## config.mk

```make
export PLATFORM = sky130hd
export DESIGN_NAME = rop_top
export DESIGN_NICKNAME = d
export VERILOG_FILES = /design/src/verilog/rop_pkg.sv /design/src/verilog/rop_pattern_mem.sv /design/src/verilog/rop_top.sv
export SDC_FILE = /design/constraint.sdc
export NUM_CORES = 1
export LEC_CHECK = 0
export BUFFER_PORTS_ARGS = -buffer_cell sky130_fd_sc_hd__buf_2
export CORE_MARGIN = 4
export CORE_UTILIZATION = 53
export CTS_BUF_LIST = sky130_fd_sc_hd__clkbuf_16
export DETAILED_ROUTE_END_ITERATION = 10
export GPL_TIMING_DRIVEN = 0
export PLACE_DENSITY_LB_ADDON = 0.2
export SLEW_MARGIN = 10
export SYNTH_ARGS = -nofsm -noshare
export SYNTH_HDL_FRONTEND = slang
export SYNTH_SLANG_ARGS = --single-unit
```

## constraint.sdc

```tcl
create_clock -name CLK_SYS -period 7.7 [get_ports CLK_SYS]
set_input_delay 1.54 -clock CLK_SYS [delete_from_list [all_inputs] [get_ports CLK_SYS]]
set_output_delay 1.54 -clock CLK_SYS [all_outputs]
set_load 0.03 [all_outputs]
```

## src/verilog/rop_pkg.sv

```systemverilog
// constants for the pixel raster-op and clip stage
`default_nettype none
package rop_pkg;
  localparam int unsigned DW = 16;
  localparam int unsigned CW = 16;
  localparam int unsigned PAT_N = 16;
  localparam int unsigned PAT_AW = 4;
  localparam int unsigned AW = 8;
  // op-code field layout
  localparam int unsigned CMD_LSB = 8;
  localparam int unsigned CMD_W = 8;
  localparam int unsigned AREA_LSB = 5;
  localparam int unsigned AREA_W = 3;
  localparam int unsigned COLM_LSB = 3;
  localparam int unsigned COLM_W = 2;
  localparam int unsigned ROPF_LSB = 0;
  localparam int unsigned ROPF_W = 3;
  localparam int unsigned PXW_LSB = 16;
  localparam int unsigned PXW_W = 3;
  // register byte offsets
  localparam logic [7:0] OFF_CTRL = 8'h00;
  localparam logic [7:0] OFF_COL0 = 8'h04;
  localparam logic [7:0] OFF_COL1 = 8'h08;
  localparam logic [7:0] OFF_CMPC = 8'h0C;
  localparam logic [7:0] OFF_PCTRL = 8'h10;
  localparam logic [7:0] OFF_PPTR = 8'h14;
  localparam logic [7:0] OFF_AREA_X = 8'h18;
  localparam logic [7:0] OFF_AREA_Y = 8'h1C;
  localparam logic [7:0] OFF_ORIGIN = 8'h20;
  localparam logic [7:0] OFF_CURPTR = 8'h24;
  localparam logic [7:0] OFF_STATUS = 8'h28;
  localparam logic [7:0] OFF_PATWR = 8'h2C;
  // status bits
  localparam int unsigned ST_ABORT = 0;
  localparam int unsigned ST_AREA = 1;
  localparam int unsigned ST_STOP = 2;
  // reset values
  localparam logic [31:0] CTRL_RST = 32'h0000_0000;
  localparam logic [15:0] COL_RST = 16'h0000;
  localparam logic [15:0] PCTRL_RST = 16'hFF00;
  // raster operations
  typedef enum logic [2:0] {
    ROP_REPL = 3'h0, ROP_OR = 3'h1, ROP_AND = 3'h2, ROP_XOR = 3'h3,
    ROP_EQ = 3'h4, ROP_NE = 3'h5, ROP_LT = 3'h6, ROP_GT = 3'h7
  } rop_op_t;
  // colour source modes
  localparam logic [1:0] COLM_BOTH = 2'h0;
  localparam logic [1:0] COLM_ONE = 2'h1;
  localparam logic [1:0] COLM_ZERO = 2'h2;
  localparam logic [1:0] COLM_DIRECT = 2'h3;
  // area modes
  localparam logic [2:0] AREA_EXIT_ABORT = 3'h1;
  localparam logic [2:0] AREA_ENTER_ABORT = 3'h5;
  localparam logic [2:0] AREA_OUT_CLIP = 3'h2;
  localparam logic [2:0] AREA_OUT_FLAG = 3'h3;
  localparam logic [2:0] AREA_IN_CLIP = 3'h6;
  localparam logic [2:0] AREA_IN_FLAG = 3'h7;
  // graphic copy command codes, arbitrary values
  localparam logic [7:0] CMD_ABS_COPY = 8'hA0;
  localparam logic [7:0] CMD_REL_COPY = 8'hA4;
endpackage
`default_nettype wire

```

## src/verilog/rop_pattern_mem.sv

```systemverilog
// pattern memory, one row per word, registered read
`timescale 1ns/10ps
`default_nettype none
module rop_pattern_mem #(
  parameter int unsigned W = 16,
  parameter int unsigned D = 16,
  parameter int unsigned A = 4
) (
  input wire logic clk,
  input wire logic we,
  input wire logic [A-1:0] waddr,
  input wire logic [W-1:0] wdata,
  input wire logic [A-1:0] raddr,
  output logic [W-1:0] rdata_q
);
  logic [W-1:0] mem [D];

  always_ff @(posedge clk) begin
    if (we) begin
      mem[waddr] <= wdata;
    end
    rdata_q <= mem[raddr];
  end
endmodule
`default_nettype wire

```

## src/verilog/rop_top.sv

```systemverilog
// per-point colour select, raster operation and area check with apb registers
// Notes on behaviour
// - op-code splits into command, area, colour, op
// - op 000 writes colour data unconditionally
// - op 001 writes read data OR colour
// - op 010 writes read data AND colour
// - op 011 writes read data XOR colour
// - op 100 replaces only if pixel equals compare
// - op 101 replaces only if pixel differs
// - op 110 replaces only if pixel below colour
// - op 111 replaces only if pixel above colour
// - colour from register by pattern, copy uses source
// - less/greater compare uses same colour choice
// - colour mode 00 picks register by bit
// - modes 01/10 suppress on bit zero/one
// - colour mode 11 uses pattern row directly
// - 16x16 pattern scanned between start and end
// - area 000/100 draws without any check
// - area 001 aborts when leaving area
// - area 101 aborts when entering area
// - area 010/011 clip outside, 011 flags
// - area 110/111 clip inside, 111 flags
// - absolute points are offset by origin
// - relative points are offset by current pointer
`timescale 1ns/10ps
`default_nettype none
module rop_top (
  input wire logic CLK_SYS,
  input wire logic ARST_N,
  input wire logic PSEL,
  input wire logic PENABLE,
  input wire logic PWRITE,
  input wire logic [7:0] PADDR,
  input wire logic [31:0] PWDATA,
  output logic [31:0] PRDATA,
  output logic PREADY,
  output logic PSLVERR,
  input wire logic CMD_START,
  input wire logic PT_VALID,
  input wire logic PT_REL,
  input wire logic [15:0] PT_X,
  input wire logic [15:0] PT_Y,
  input wire logic [15:0] PT_SRC_DATA,
  input wire logic [15:0] FB_RDATA,
  output logic PT_READY,
  output logic WR_VALID,
  output logic WR_SUPPRESS,
  output logic [15:0] WR_DATA,
  output logic [15:0] WR_X,
  output logic [15:0] WR_Y,
  output logic ABORT,
  output logic AREA_DETECT
);
  logic [31:0] ctrl_q;
  logic [15:0] colour_reg_zero_q, colour_reg_one_q, compare_colour_q, pattern_ctrl_reg_q;
  logic [31:0] area_x_q, area_y_q, origin_q, cur_q;
  logic [3:0] pattern_ptr_x_q, pattern_ptr_y_q;
  logic abort_flag_q, area_detect_flag_q, stop_q;
  logic s1_v_q;
  logic [15:0] s1_x_q, s1_y_q, s1_fb_q, s1_src_q;
  logic [3:0] s1_ppx_q;
  logic [15:0] pat_row;

  // register decode
  wire logic setup = PSEL & ~PENABLE;
  wire logic wr_en = PSEL & PENABLE & PWRITE & PREADY;
  wire logic hit_ctrl = PADDR == rop_pkg::OFF_CTRL;
  wire logic hit_col0 = PADDR == rop_pkg::OFF_COL0;
  wire logic hit_col1 = PADDR == rop_pkg::OFF_COL1;
  wire logic hit_cmpc = PADDR == rop_pkg::OFF_CMPC;
  wire logic hit_pctrl = PADDR == rop_pkg::OFF_PCTRL;
  wire logic hit_pptr = PADDR == rop_pkg::OFF_PPTR;
  wire logic hit_ax = PADDR == rop_pkg::OFF_AREA_X;
  wire logic hit_ay = PADDR == rop_pkg::OFF_AREA_Y;
  wire logic hit_org = PADDR == rop_pkg::OFF_ORIGIN;
  wire logic hit_cur = PADDR == rop_pkg::OFF_CURPTR;
  wire logic hit_st = PADDR == rop_pkg::OFF_STATUS;
  wire logic hit_pat = PADDR == rop_pkg::OFF_PATWR;
  wire logic hit_any = hit_ctrl | hit_col0 | hit_col1 | hit_cmpc | hit_pctrl | hit_pptr |
                       hit_ax | hit_ay | hit_org | hit_cur | hit_st | hit_pat;
  wire logic [31:0] status_word = {29'h0, stop_q, area_detect_flag_q, abort_flag_q};
  wire logic [31:0] rd_mux =
      hit_ctrl ? ctrl_q :
      hit_col0 ? {16'h0, colour_reg_zero_q} :
      hit_col1 ? {16'h0, colour_reg_one_q} :
      hit_cmpc ? {16'h0, compare_colour_q} :
      hit_pctrl ? {16'h0, pattern_ctrl_reg_q} :
      hit_pptr ? {24'h0, pattern_ptr_y_q, pattern_ptr_x_q} :
      hit_ax ? area_x_q :
      hit_ay ? area_y_q :
      hit_org ? origin_q :
      hit_cur ? cur_q :
      hit_st ? status_word : 32'h0;

  // op-code fields
  wire logic [7:0] cmd_code = ctrl_q[rop_pkg::CMD_LSB +: rop_pkg::CMD_W];
  wire logic [2:0] area_mode = ctrl_q[rop_pkg::AREA_LSB +: rop_pkg::AREA_W];
  wire logic [1:0] colour_mode = ctrl_q[rop_pkg::COLM_LSB +: rop_pkg::COLM_W];
  wire logic [2:0] raster_op_field = ctrl_q[rop_pkg::ROPF_LSB +: rop_pkg::ROPF_W];
  wire logic [2:0] pix_w = ctrl_q[rop_pkg::PXW_LSB +: rop_pkg::PXW_W];
  wire logic copy_cmd = (cmd_code == rop_pkg::CMD_ABS_COPY) |
                        (cmd_code == rop_pkg::CMD_REL_COPY);
  wire logic [3:0] pattern_start_x = pattern_ctrl_reg_q[3:0];
  wire logic [3:0] pattern_start_y = pattern_ctrl_reg_q[7:4];
  wire logic [3:0] pattern_end_x = pattern_ctrl_reg_q[11:8];
  wire logic [3:0] pattern_end_y = pattern_ctrl_reg_q[15:12];

  // point acceptance and coordinate resolve
  wire logic accept = PT_VALID & PT_READY;
  wire logic [15:0] base_x = PT_REL ? cur_q[15:0] : origin_q[15:0];
  wire logic [15:0] base_y = PT_REL ? cur_q[31:16] : origin_q[31:16];
  wire logic [15:0] abs_x = base_x + PT_X;
  wire logic [15:0] abs_y = base_y + PT_Y;
  wire logic x_end = pattern_ptr_x_q == pattern_end_x;
  wire logic y_end = pattern_ptr_y_q == pattern_end_y;

  // pixel field within the frame-buffer word
  wire logic [4:0] pbits = 5'h01 << pix_w;
  wire logic [3:0] idx_mask = 4'(5'h10 >> pix_w) - 4'h1;
  wire logic [3:0] pshift = 4'((s1_x_q[3:0] & idx_mask) << pix_w);
  wire logic [15:0] low_mask = 16'((17'h1_0000 >> (5'h10 - pbits)) - 17'h0_0001);
  wire logic [15:0] pmask = low_mask << pshift;

  // colour data selection
  wire logic pat_bit = pat_row[s1_ppx_q];
  wire logic [15:0] col_word = copy_cmd ? s1_src_q :
                               (colour_mode == rop_pkg::COLM_DIRECT) ? pat_row :
                               pat_bit ? colour_reg_one_q : colour_reg_zero_q;
  wire logic col_sup = ~copy_cmd & (((colour_mode == rop_pkg::COLM_ONE) & ~pat_bit) |
                                    ((colour_mode == rop_pkg::COLM_ZERO) & pat_bit));
  wire logic [15:0] rd_pix = (s1_fb_q & pmask) >> pshift;
  wire logic [15:0] cl_pix = (col_word & pmask) >> pshift;
  wire logic [15:0] cc_pix = (compare_colour_q & pmask) >> pshift;

  // area check
  wire logic in_area = ($signed(s1_x_q) >= $signed(area_x_q[15:0])) &
                       ($signed(s1_x_q) <= $signed(area_x_q[31:16])) &
                       ($signed(s1_y_q) >= $signed(area_y_q[15:0])) &
                       ($signed(s1_y_q) <= $signed(area_y_q[31:16]));
  wire logic abort_hit = s1_v_q & ~stop_q &
                         (((area_mode == rop_pkg::AREA_EXIT_ABORT) & ~in_area) |
                          ((area_mode == rop_pkg::AREA_ENTER_ABORT) & in_area));
  wire logic clip_out = (area_mode == rop_pkg::AREA_OUT_CLIP) |
                        (area_mode == rop_pkg::AREA_OUT_FLAG);
  wire logic clip_in = (area_mode == rop_pkg::AREA_IN_CLIP) |
                       (area_mode == rop_pkg::AREA_IN_FLAG);
  wire logic area_sup = (clip_out & ~in_area) | (clip_in & in_area);
  wire logic ard_hit = s1_v_q & ~stop_q &
                       (((area_mode == rop_pkg::AREA_OUT_FLAG) & ~in_area) |
                        ((area_mode == rop_pkg::AREA_IN_FLAG) & in_area));

  // raster operation
  logic [15:0] op_word;
  logic cond_ok;
  always_comb begin
    op_word = col_word;
    cond_ok = 1'b1;
    unique case (rop_pkg::rop_op_t'(raster_op_field))
      rop_pkg::ROP_REPL: op_word = col_word;
      rop_pkg::ROP_OR: op_word = s1_fb_q | col_word;
      rop_pkg::ROP_AND: op_word = s1_fb_q & col_word;
      rop_pkg::ROP_XOR: op_word = s1_fb_q ^ col_word;
      rop_pkg::ROP_EQ: cond_ok = rd_pix == cc_pix;
      rop_pkg::ROP_NE: cond_ok = rd_pix != cc_pix;
      rop_pkg::ROP_LT: cond_ok = rd_pix < cl_pix;
      rop_pkg::ROP_GT: cond_ok = rd_pix > cl_pix;
    endcase
  end
  wire logic sup1 = col_sup | area_sup | ~cond_ok | stop_q | abort_hit;
  wire logic [15:0] merged = (s1_fb_q & ~pmask) | (op_word & pmask);
  wire logic stop_d = (stop_q & ~CMD_START) | abort_hit;

  rop_pattern_mem #(
    .W(rop_pkg::PAT_N),
    .D(rop_pkg::PAT_N),
    .A(rop_pkg::PAT_AW)
  ) u_pat (
    .clk(CLK_SYS),
    .we(wr_en & hit_pat),
    .waddr(PWDATA[3:0]),
    .wdata(PWDATA[31:16]),
    .raddr(pattern_ptr_y_q),
    .rdata_q(pat_row)
  );

  // apb slave, one access cycle
  always_ff @(posedge CLK_SYS or negedge ARST_N) begin
    if (!ARST_N) begin
      PREADY <= 1'b0;
      PSLVERR <= 1'b0;
      PRDATA <= 32'h0000_0000;
    end else begin
      PREADY <= setup;
      PSLVERR <= setup & ~hit_any;
      PRDATA <= setup ? rd_mux : 32'h0000_0000;
    end
  end

  always_ff @(posedge CLK_SYS or negedge ARST_N) begin
    if (!ARST_N) begin
      ctrl_q <= rop_pkg::CTRL_RST;
      colour_reg_zero_q <= rop_pkg::COL_RST;
      colour_reg_one_q <= rop_pkg::COL_RST;
      compare_colour_q <= rop_pkg::COL_RST;
      pattern_ctrl_reg_q <= rop_pkg::PCTRL_RST;
      area_x_q <= 32'h0000_0000;
      area_y_q <= 32'h0000_0000;
      origin_q <= 32'h0000_0000;
    end else if (wr_en) begin
      if (hit_ctrl) ctrl_q <= PWDATA;
      if (hit_col0) colour_reg_zero_q <= PWDATA[15:0];
      if (hit_col1) colour_reg_one_q <= PWDATA[15:0];
      if (hit_cmpc) compare_colour_q <= PWDATA[15:0];
      if (hit_pctrl) pattern_ctrl_reg_q <= PWDATA[15:0];
      if (hit_ax) area_x_q <= PWDATA;
      if (hit_ay) area_y_q <= PWDATA;
      if (hit_org) origin_q <= PWDATA;
    end
  end

  // current pointer and pattern scan
  always_ff @(posedge CLK_SYS or negedge ARST_N) begin
    if (!ARST_N) begin
      cur_q <= 32'h0000_0000;
      pattern_ptr_x_q <= 4'h0;
      pattern_ptr_y_q <= 4'h0;
    end else begin
      if (accept) begin
        cur_q <= {abs_y, abs_x};
      end else if (wr_en & hit_cur) begin
        cur_q <= PWDATA;
      end
      if (accept) begin
        pattern_ptr_x_q <= x_end ? pattern_start_x : pattern_ptr_x_q + 4'h1;
        if (x_end) begin
          pattern_ptr_y_q <= y_end ? pattern_start_y : pattern_ptr_y_q + 4'h1;
        end
      end else if (wr_en & hit_pptr) begin
        pattern_ptr_x_q <= PWDATA[3:0];
        pattern_ptr_y_q <= PWDATA[7:4];
      end
    end
  end

  // stage one: hold the point while the pattern row is read
  always_ff @(posedge CLK_SYS or negedge ARST_N) begin
    if (!ARST_N) begin
      s1_v_q <= 1'b0;
      s1_x_q <= 16'h0000;
      s1_y_q <= 16'h0000;
      s1_fb_q <= 16'h0000;
      s1_src_q <= 16'h0000;
      s1_ppx_q <= 4'h0;
    end else begin
      s1_v_q <= accept;
      if (accept) begin
        s1_x_q <= abs_x;
        s1_y_q <= abs_y;
        s1_fb_q <= FB_RDATA;
        s1_src_q <= PT_SRC_DATA;
        s1_ppx_q <= pattern_ptr_x_q;
      end
    end
  end

  // stage two: write data and flags
  always_ff @(posedge CLK_SYS or negedge ARST_N) begin
    if (!ARST_N) begin
      WR_VALID <= 1'b0;
      WR_SUPPRESS <= 1'b0;
      WR_DATA <= 16'h0000;
      WR_X <= 16'h0000;
      WR_Y <= 16'h0000;
    end else begin
      WR_VALID <= s1_v_q;
      if (s1_v_q) begin
        WR_SUPPRESS <= sup1;
        WR_DATA <= sup1 ? s1_fb_q : merged;
        WR_X <= s1_x_q;
        WR_Y <= s1_y_q;
      end
    end
  end

  // sticky flags, a hardware set wins over a software clear
  wire logic clr_abort = wr_en & hit_st & PWDATA[rop_pkg::ST_ABORT];
  wire logic clr_area = wr_en & hit_st & PWDATA[rop_pkg::ST_AREA];
  wire logic abort_d = abort_hit | (abort_flag_q & ~clr_abort);
  wire logic area_d = ard_hit | (area_detect_flag_q & ~clr_area);
  always_ff @(posedge CLK_SYS or negedge ARST_N) begin
    if (!ARST_N) begin
      abort_flag_q <= 1'b0;
      area_detect_flag_q <= 1'b0;
      stop_q <= 1'b0;
      ABORT <= 1'b0;
      AREA_DETECT <= 1'b0;
      PT_READY <= 1'b0;
    end else begin
      abort_flag_q <= abort_d;
      area_detect_flag_q <= area_d;
      stop_q <= stop_d;
      ABORT <= abort_d;
      AREA_DETECT <= area_d;
      PT_READY <= ~stop_d;
    end
  end
endmodule
`default_nettype wire

```

# Word level (Yosys, flattened, before mapping)

Memory sizes are Yosys's and may differ from the RTL's. A register that Yosys moved wholly into a read port is not among the register bits.
Cells that the tools add are included.

Eq/ne operators: 34
Div/mod/pow operators: 0
Order comparisons: 7
Multipliers: 0
Bitwise gates (word level): 77
Shift-type cells: 8
Reductions and logical operators: 12
Mux-type cells: 33
Add/sub/neg operators: 7

Operators by type and width:

| cell                                                                  | count |
|---|---|
| 32-bit 2-to-1 mux                                                     | 13 |
| 16-bit bitwise AND                                                    | 6 |
| 16-bit 2-to-1 mux                                                     | 6 |
| 16-bit case mux with 3 select lines                                   | 1 |
| 16-bit by 4-bit right shift with 16-bit output                        | 3 |
| 16-bit adder                                                          | 2 |
| 8-bit by 5-bit == test with 1-bit output (second input constant)      | 4 |
| 8-bit by 6-bit == test with 1-bit output (second input constant)      | 4 |
| 16-bit >= comparator                                                  | 2 |
| 16-bit less-or-equal comparator                                       | 2 |
| 16-bit bitwise OR                                                     | 2 |
| 1-bit bitwise AND                                                     | 30 |
| 4-bit 2-to-1 mux                                                      | 7 |
| 1-bit bitwise OR                                                      | 25 |
| 3-bit == test (second input constant)                                 | 7 |
| 2-bit AND reduction                                                   | 9 |
| 17-bit by 5-bit right shift with 16-bit output (first input constant) | 1 |
| 16-bit == test                                                        | 1 |
| 8-bit by 4-bit == test with 1-bit output (second input constant)      | 2 |
| 8-bit == test (second input constant)                                 | 2 |
| 16-bit > comparator                                                   | 1 |
| 16-bit less-than comparator                                           | 1 |
| 16-bit inequality test                                                | 1 |
| 16-bit NOT                                                            | 1 |
| 25 further kinds                                                      | 45 |

Bits in read-only memories: 0
Output and inout bits: 87
Memories kept: 1
Bits in writable memories: 256
Flip-flop bits (word level): 389
Bits in latches: 0

Memories:

| memory    | words | bits a word | rd ports | clocked after Yosys merged registers in | wr ports | line                  | source |
|---|---|---|---|---|---|---|---|
| u_pat.mem | 16    | 16          | 1        | 1                                       | 1        | rop_pattern_mem.sv:16 | `logic [W-1:0] mem [D];` |

# Longest topological paths before layout

Depth in word-level cells: 14
Gate-level depth with buffers: 39
Gate-level depth less buffers: 34

# By module

Synthesis repeated with hierarchy kept, for this count alone.

Cell total of the unflattened synthesis: 3,156
Area, all modules: 35,322.6 um^2

Modules (own cells, without submodules):

| module          | area each (um^2) | cells an instance | seq. area each (um^2) | instances |
|---|---|---|---|---|
| rop_top         | 25,280.5         | 2,724             | 9,744.3               | 1 |
| rop_pattern_mem | 10,042.1         | 432               | 8,007.7               | 1 |

# Worst setup path before layout

OpenSTA, ideal clock, no wires.

Kind: reg-to-reg
From: register ctrl_q[18]
To: register WR_DATA[14]
Data arrival time: 6,740 ps
Library setup time: 144 ps
Slack: 816 ps
Cell stages (with the launch flop): 36
Path through: dfrtp_1 buf_6 clkbuf_1 or2_2 ha_1 nor2b_1 nand2_1 ha_1 buf_2 nor2b_1 nor4b_4 nor4_1 or3_1 o211a_1 nor2_1 nand3_1 o221ai_1 nor2_1 or3_1 ha_1 a21o_1 a21o_1 a21oi_1 o21ai_0 nand2b_1 o31ai_1 mux2_2 a31oi_1 o21ai_0 a31oi_1 o21ai_0 a41o_1 buf_2 buf_2 o211ai_1 o221ai_1

Longest elaborated chain between the ends: 14
Elaborated cells on any way between the ends: 29
Classes of those cells: add/sub (3); order compare (2); eq/ne (2); shift (8); mux (2); bitwise (12)

RTL lines:

| item                                                                                                                | line                                           | source |
|---|---|---|
| from (decl)                                                                                                         | rop_top.sv:54                                  | `logic [31:0] ctrl_q;` |
| from (signal assigned)                                                                                              | rop_top.sv:201                                 | `ctrl_q <= rop_pkg::CTRL_RST;` |
| 1-bit by 3-bit << shifter with 5-bit output / 5-bit by 3-bit right shift with 4-bit output (equally long branches)  | rop_top.sv:118, rop_top.sv:119                 |  |
| 5-bit subtractor / 4-bit by 1-bit subtractor with 4-bit output (equally long branches)                              | rop_top.sv:121, rop_top.sv:119                 |  |
| 17-bit by 5-bit right shift with 16-bit output / 4-bit bitwise AND (equally long branches)                          | rop_top.sv:121, rop_top.sv:120                 |  |
| 16-bit by 1-bit subtractor with 16-bit output / 4-bit by 3-bit << shifter with 4-bit output (equally long branches) | rop_top.sv:121, rop_top.sv:120                 |  |
| 16-bit by 4-bit << shifter with 16-bit output                                                                       | rop_top.sv:122                                 | `wire logic [15:0] pmask = low_mask << pshift;` |
| 16-bit bitwise AND, on equally long branches                                                                        | rop_top.sv:131, rop_top.sv:132, rop_top.sv:133 |  |
| 16-bit by 4-bit right shift with 16-bit output, on equally long branches                                            | rop_top.sv:131, rop_top.sv:132, rop_top.sv:133 |  |
| 16-bit > comparator (tied with other cells)                                                                         | rop_top.sv:166                                 | `rop_pkg::ROP_GT: cond_ok = rd_pix > cl_pix;` |
| 1-bit case mux with 4 select lines                                                                                  | rop_top.sv:158                                 | `unique case (rop_pkg::rop_op_t'(raster_op_field))` |
| 1-bit NOT                                                                                                           | rop_top.sv:169                                 | `wire logic sup1 = col_sup \| area_sup \| ~cond_ok \| stop_q \| abort_hit;` |
| 1-bit bitwise OR (3 in series)                                                                                      | rop_top.sv:169                                 |  |
| 16-bit 2-to-1 mux *                                                                                                 | rop_top.sv:278                                 | `WR_DATA <= sup1 ? s1_fb_q : merged;` |
| to (signal assigned)                                                                                                | rop_top.sv:278                                 |  |
| to (decl)                                                                                                           | rop_top.sv:48                                  | `output logic [15:0] WR_DATA,` |

Mark *: on every way between the ends. The rest lies on a longest branch, timed or not.
A chain may end at the register's enable or synchronous reset.

# Worst setup path in the final report

From: register ctrl_q[18]
To: register WR_DATA[5]

The elaborated chain is that of the path after synthesis.

==> qor.csv <==
stage,metric,value,unit
outcome,status,completed,
critical_path,critPathLaunchType,register,
pwr,comb_power_share,0.263,
sta,setup_tns,0,ns
clocking,clkLatencyLatePin,0.64,ns
global_route,grt_first_pass_wirelength,208.1,mm
routing,vias,30161,
critical_path,cp.required,8.22,ns
sta,period_minus_slack,7.545,ns
pwr,power_frac_seq,0.409,
routing,drtAntennaViolNets,0,
yosys,synthFlopType,dfrtp_1,
yosys,synthArstFlopShare,0.5885,
cells_and_area,nNetsFinal,3727,
global_route,grt-ovfl-total,0,
floorplanning,die_area,70830,um2
cells_and_area,area_delta_synth_final,15.10,%
critical_path,critPathMaxStageDelay,0.48,ns
yosys,synth_fp_nets,3413,
placement,dpl.hpwl,106.3,mm
sta,whs,0.4435,ns
pwr,internal_power,0.006810,W
pwr,p_sw_frac,0.3405,
critical_path,path_delay_family,compound AO/OA/AOI/OAI gates,
floorplanning,num_rows,94,
cells_and_area,drive_above_1_share,0.2338,
critical_path,reg2reg_from,ctrl_q[18],
floorplanning,die_height,266.1,um
pwr,p_sw,0.003516,W
clocking,cts_buffer_depth,3,
global_route,grt_max_degree,110,
sta,finalHoldViolations,0,
clocking,clk_pin_slew_worst_paths,0.06,ns
routing,first_pass_iters,9,
sta,finalCritPeriodShare,0.9799,
critical_path,cp_max_fo,10,
placement,post-place-ws,-1.772,ns
floorplanning,die_w,266.1,um
clocking,cts_hold_buf,0,
critical_path,worst_setup_path_end_kind,register,
clocking,tritoncts,yes,
cells_and_area,utilization,0.6171,
yosys,ys_seq_area_frac,0.5027,
pwr,p_leak,17.24,nW
routing,routed_wl,144.1,mm
global_route,grt_pass1_vias,29819,
sta,worst_pin_slew,1.331,ns
critical_path,cp.arrival,8.07,ns
clocking,cts.sinks,661,
routing,viasPerCell,6.875,
routing,drcViolationCount,0,
sta,maxSlewHeadroom,0.1056,
run,drv_cap,0,
critical_path,path_common_cell,buf_4,
sta,max_freq,132.5,MHz
floorplanning,coreArea,65860,um2
critical_path,path_buf_inv,6,
sta,setup_violations,0,
min_path,hold_depth,0,
critical_path,r2r_slack,0.15,ns
yosys,syn_area,35320,um2
sta,setup_ws,0.1546,ns
sta,final_max_slew_viol_count,0,
clocking,cts_root_buffer,clkbuf_16,
routing,drt_iter0_markers,4290,
critical_path,rr_endpoint,WR_DATA[5],
min_path,hp-class,reg -> reg,
clocking,tritoncts.num_buffers,68,
pwr,peakVddDrop,0.2731,mV
pwr,p_per_area,254.0,nW/um2
critical_path,crit_type,reg -> reg,
yosys,syn_avg_cell_area,11.20,um2
global_route,track_usage,0.4004,
yosys,ys.warnings.count,0,
yosys,synth_edf_count,256,
yosys,synthesis.instances,3152,
yosys,ys_types,106,
global_route,grt_antenna_before_repair,9,
critical_path,slowest_stage,a32o_2,
sta,fin_skew,0.03485,ns
floorplanning,initial_core_util,0.5362,
placement,place.gp.congestion,1.042,
pwr,power_frac_clock,0.327,
min_path,hold_start,s1_v_q,
floorplanning,io_pins,199,
cells_and_area,fill_cells,5144,
critical_path,ff2ff_path_depth,35,
min_path,min_to,WR_VALID,
routing,wl_per_cell,32.84,um
clocking,htree_levels,3,
yosys,synth-seq-cells,661,
placement,io_buffer_count,190,
## layer usage
| metal | part of all wire | GRT usage | up-vias |
|---|---|---|---|
| li1 | - | - | 12353 |
| met1 | 0.36 | 0.4978 | 15010 |
| met2 | 0.47 | 0.6558 | 2224 |
| met3 | 0.096 | 0.08200 | 570 |
| met4 | 0.075 | 0.2285 | 4 |
| met5 | 0.00018 | 0 | - |
## final cells by class
type | count | area [um2] | area share
Timing Repair Buffer | 245 | 1521 | 0.03743
Antenna cell | 3 | 7.507 | 0.0001847
Multi-Input combinational cell | 2137 | 16620 | 0.4088
Tap cell | 864 | 1081 | 0.02660
Inverter | 160 | 600.6 | 0.01478
Clock buffer | 68 | 1702 | 0.04186
Sequential cell | 661 | 17760 | 0.4368
Buffer | 193 | 810.8 | 0.01995
Clock inverter | 56 | 550.5 | 0.01354
## sequential cells by signal, indices dropped and copies added, names as in the netlist, 32 cells and up
name and count:
area_x_q 32, area_y_q 32, PRDATA 32, u_pat.mem 256
cur_q 32, ctrl_q 32, origin_q 32
## power groups by stage
stage                     logic [W]  registers, W  clock network, W
after floorplan             0.00151       0.00427                 0
after global placement      0.00247       0.00426                 0
after detailed placement    0.00254       0.00427                 0
after CTS                   0.00264       0.00421           0.00337
after global routing        0.00286       0.00423           0.00354
final                       0.00272       0.00423           0.00338
## logic make-up (layout without fill, tap and decap cells)
family,after synthesis,count (layout),share of synthesized area
compound gates,766,766,0.1428
other cells,0,3,0
simple gates,790,790,0.1029
mux,387,387,0.1482
xor+xnor,45,45,0.01116
flops,661,661,0.5027
fa+ha+maj,149,149,0.05322
buf+inv,354,722,0.03901
## placed cells by master (no fill, tap or decap), types with 36 or more instances in the layout
master	Yosys	final
clkbuf_1	138	127
mux2_2	228	227
o21ai_0	220	210
ha_1	147	145
nand3_1	50	49
mux4_2	85	85
edfxtp_1	256	256
a22oi_1	37	36
nand2_1	352	350
inv_1	159	170
a211oi_1	40	38
dfrtp_1	381	378
mux2i_1	73	69
nor2_1	171	154
a21oi_1	171	162
buf_4	1	43
buf_2	18	208
clkbuf_16	0	68
## worst reg2reg max path: cells and delay by family, from the launching register on
kind	cells	cell delay, ns
AO/OA/AOI/OAI	17	4.20
adder cells (fa/ha/maj)	3	0.66
buffers and inverters	6	0.91
flip-flops	1	0.42
AND/OR/NAND/NOR	9	1.20
## timing repair
action / in CTS / in global routing
buffers inserted: 20 / 12
endpoints found under the setup margin: 17 / 17
pin swaps: 14 / 16
gates resized for setup: 70 / 46
## stage by stage
step                      std cells  instance area [um2]  total power [W]
after floorplan                3152                35320         0.005781
after global placement         4206                37350         0.006731
after detailed placement       4229                37750         0.006808
after CTS                      4373                40420          0.01022
after global routing           4385                40640          0.01063
final                          4387                40650          0.01033
## synthesized netlist by cell type, types with 8 or more instances
library cell  count  share of area
o2111ai_1         8         0.0020
buf_2            18         0.0026
o21ai_0         220          0.031
nand3_1          50         0.0071
nor4_1           16         0.0028
o211ai_1         33         0.0070
nand2_1         352          0.037
dfxtp_1          16         0.0091
clkbuf_1        138          0.015
nand2b_1         25         0.0044
mux2i_1          73          0.021
ha_1            147          0.052
nand3b_1         11         0.0023
xor2_1           17         0.0042
or3_1            14         0.0025
inv_1           159          0.017
edfxtp_1        256           0.22
a21o_1           14         0.0030
and2_1            8         0.0014
a221o_1          12         0.0034
a31oi_1          19         0.0034
o21a_1           19         0.0040
buf_1            34         0.0036
and3_1           14         0.0025
a221oi_1         22         0.0055
a22oi_1          37         0.0079
xnor2_1          28         0.0069
nand4_1          28         0.0050
o31ai_1          12         0.0026
a211oi_1         40         0.0085
a222oi_1         14         0.0040
dfrtp_1         381           0.27
nor2b_1          23         0.0041
a21oi_1         171          0.024
mux2_2          228          0.073
o221ai_1         11         0.0027
dfstp_2           8         0.0060
nor2_1          171          0.018
o21ai_1          16         0.0023
mux4_2           85          0.054
a22o_1           15         0.0037
nor3_1           45         0.0064
o22ai_1          21         0.0037
## how the worst max path moves through the flow
| stage | startpoint | to | depth (start not counted) |
|---|---|---|---|
| finish | ctrl_q[18] | WR_DATA[5] | 35 |
| global route | ctrl_q[18] | WR_DATA[5] | 37 |
| CTS | ctrl_q[18] | WR_DATA[8] | 35 |
| detailed placement | ctrl_q[18] | WR_DATA[8] | 38 |
| global placement | ARST_N | WR_DATA[12] | 1 |
| floorplan | ctrl_q[18] | WR_DATA[14] | 35 |
Power figures use the tool's default switching activity.
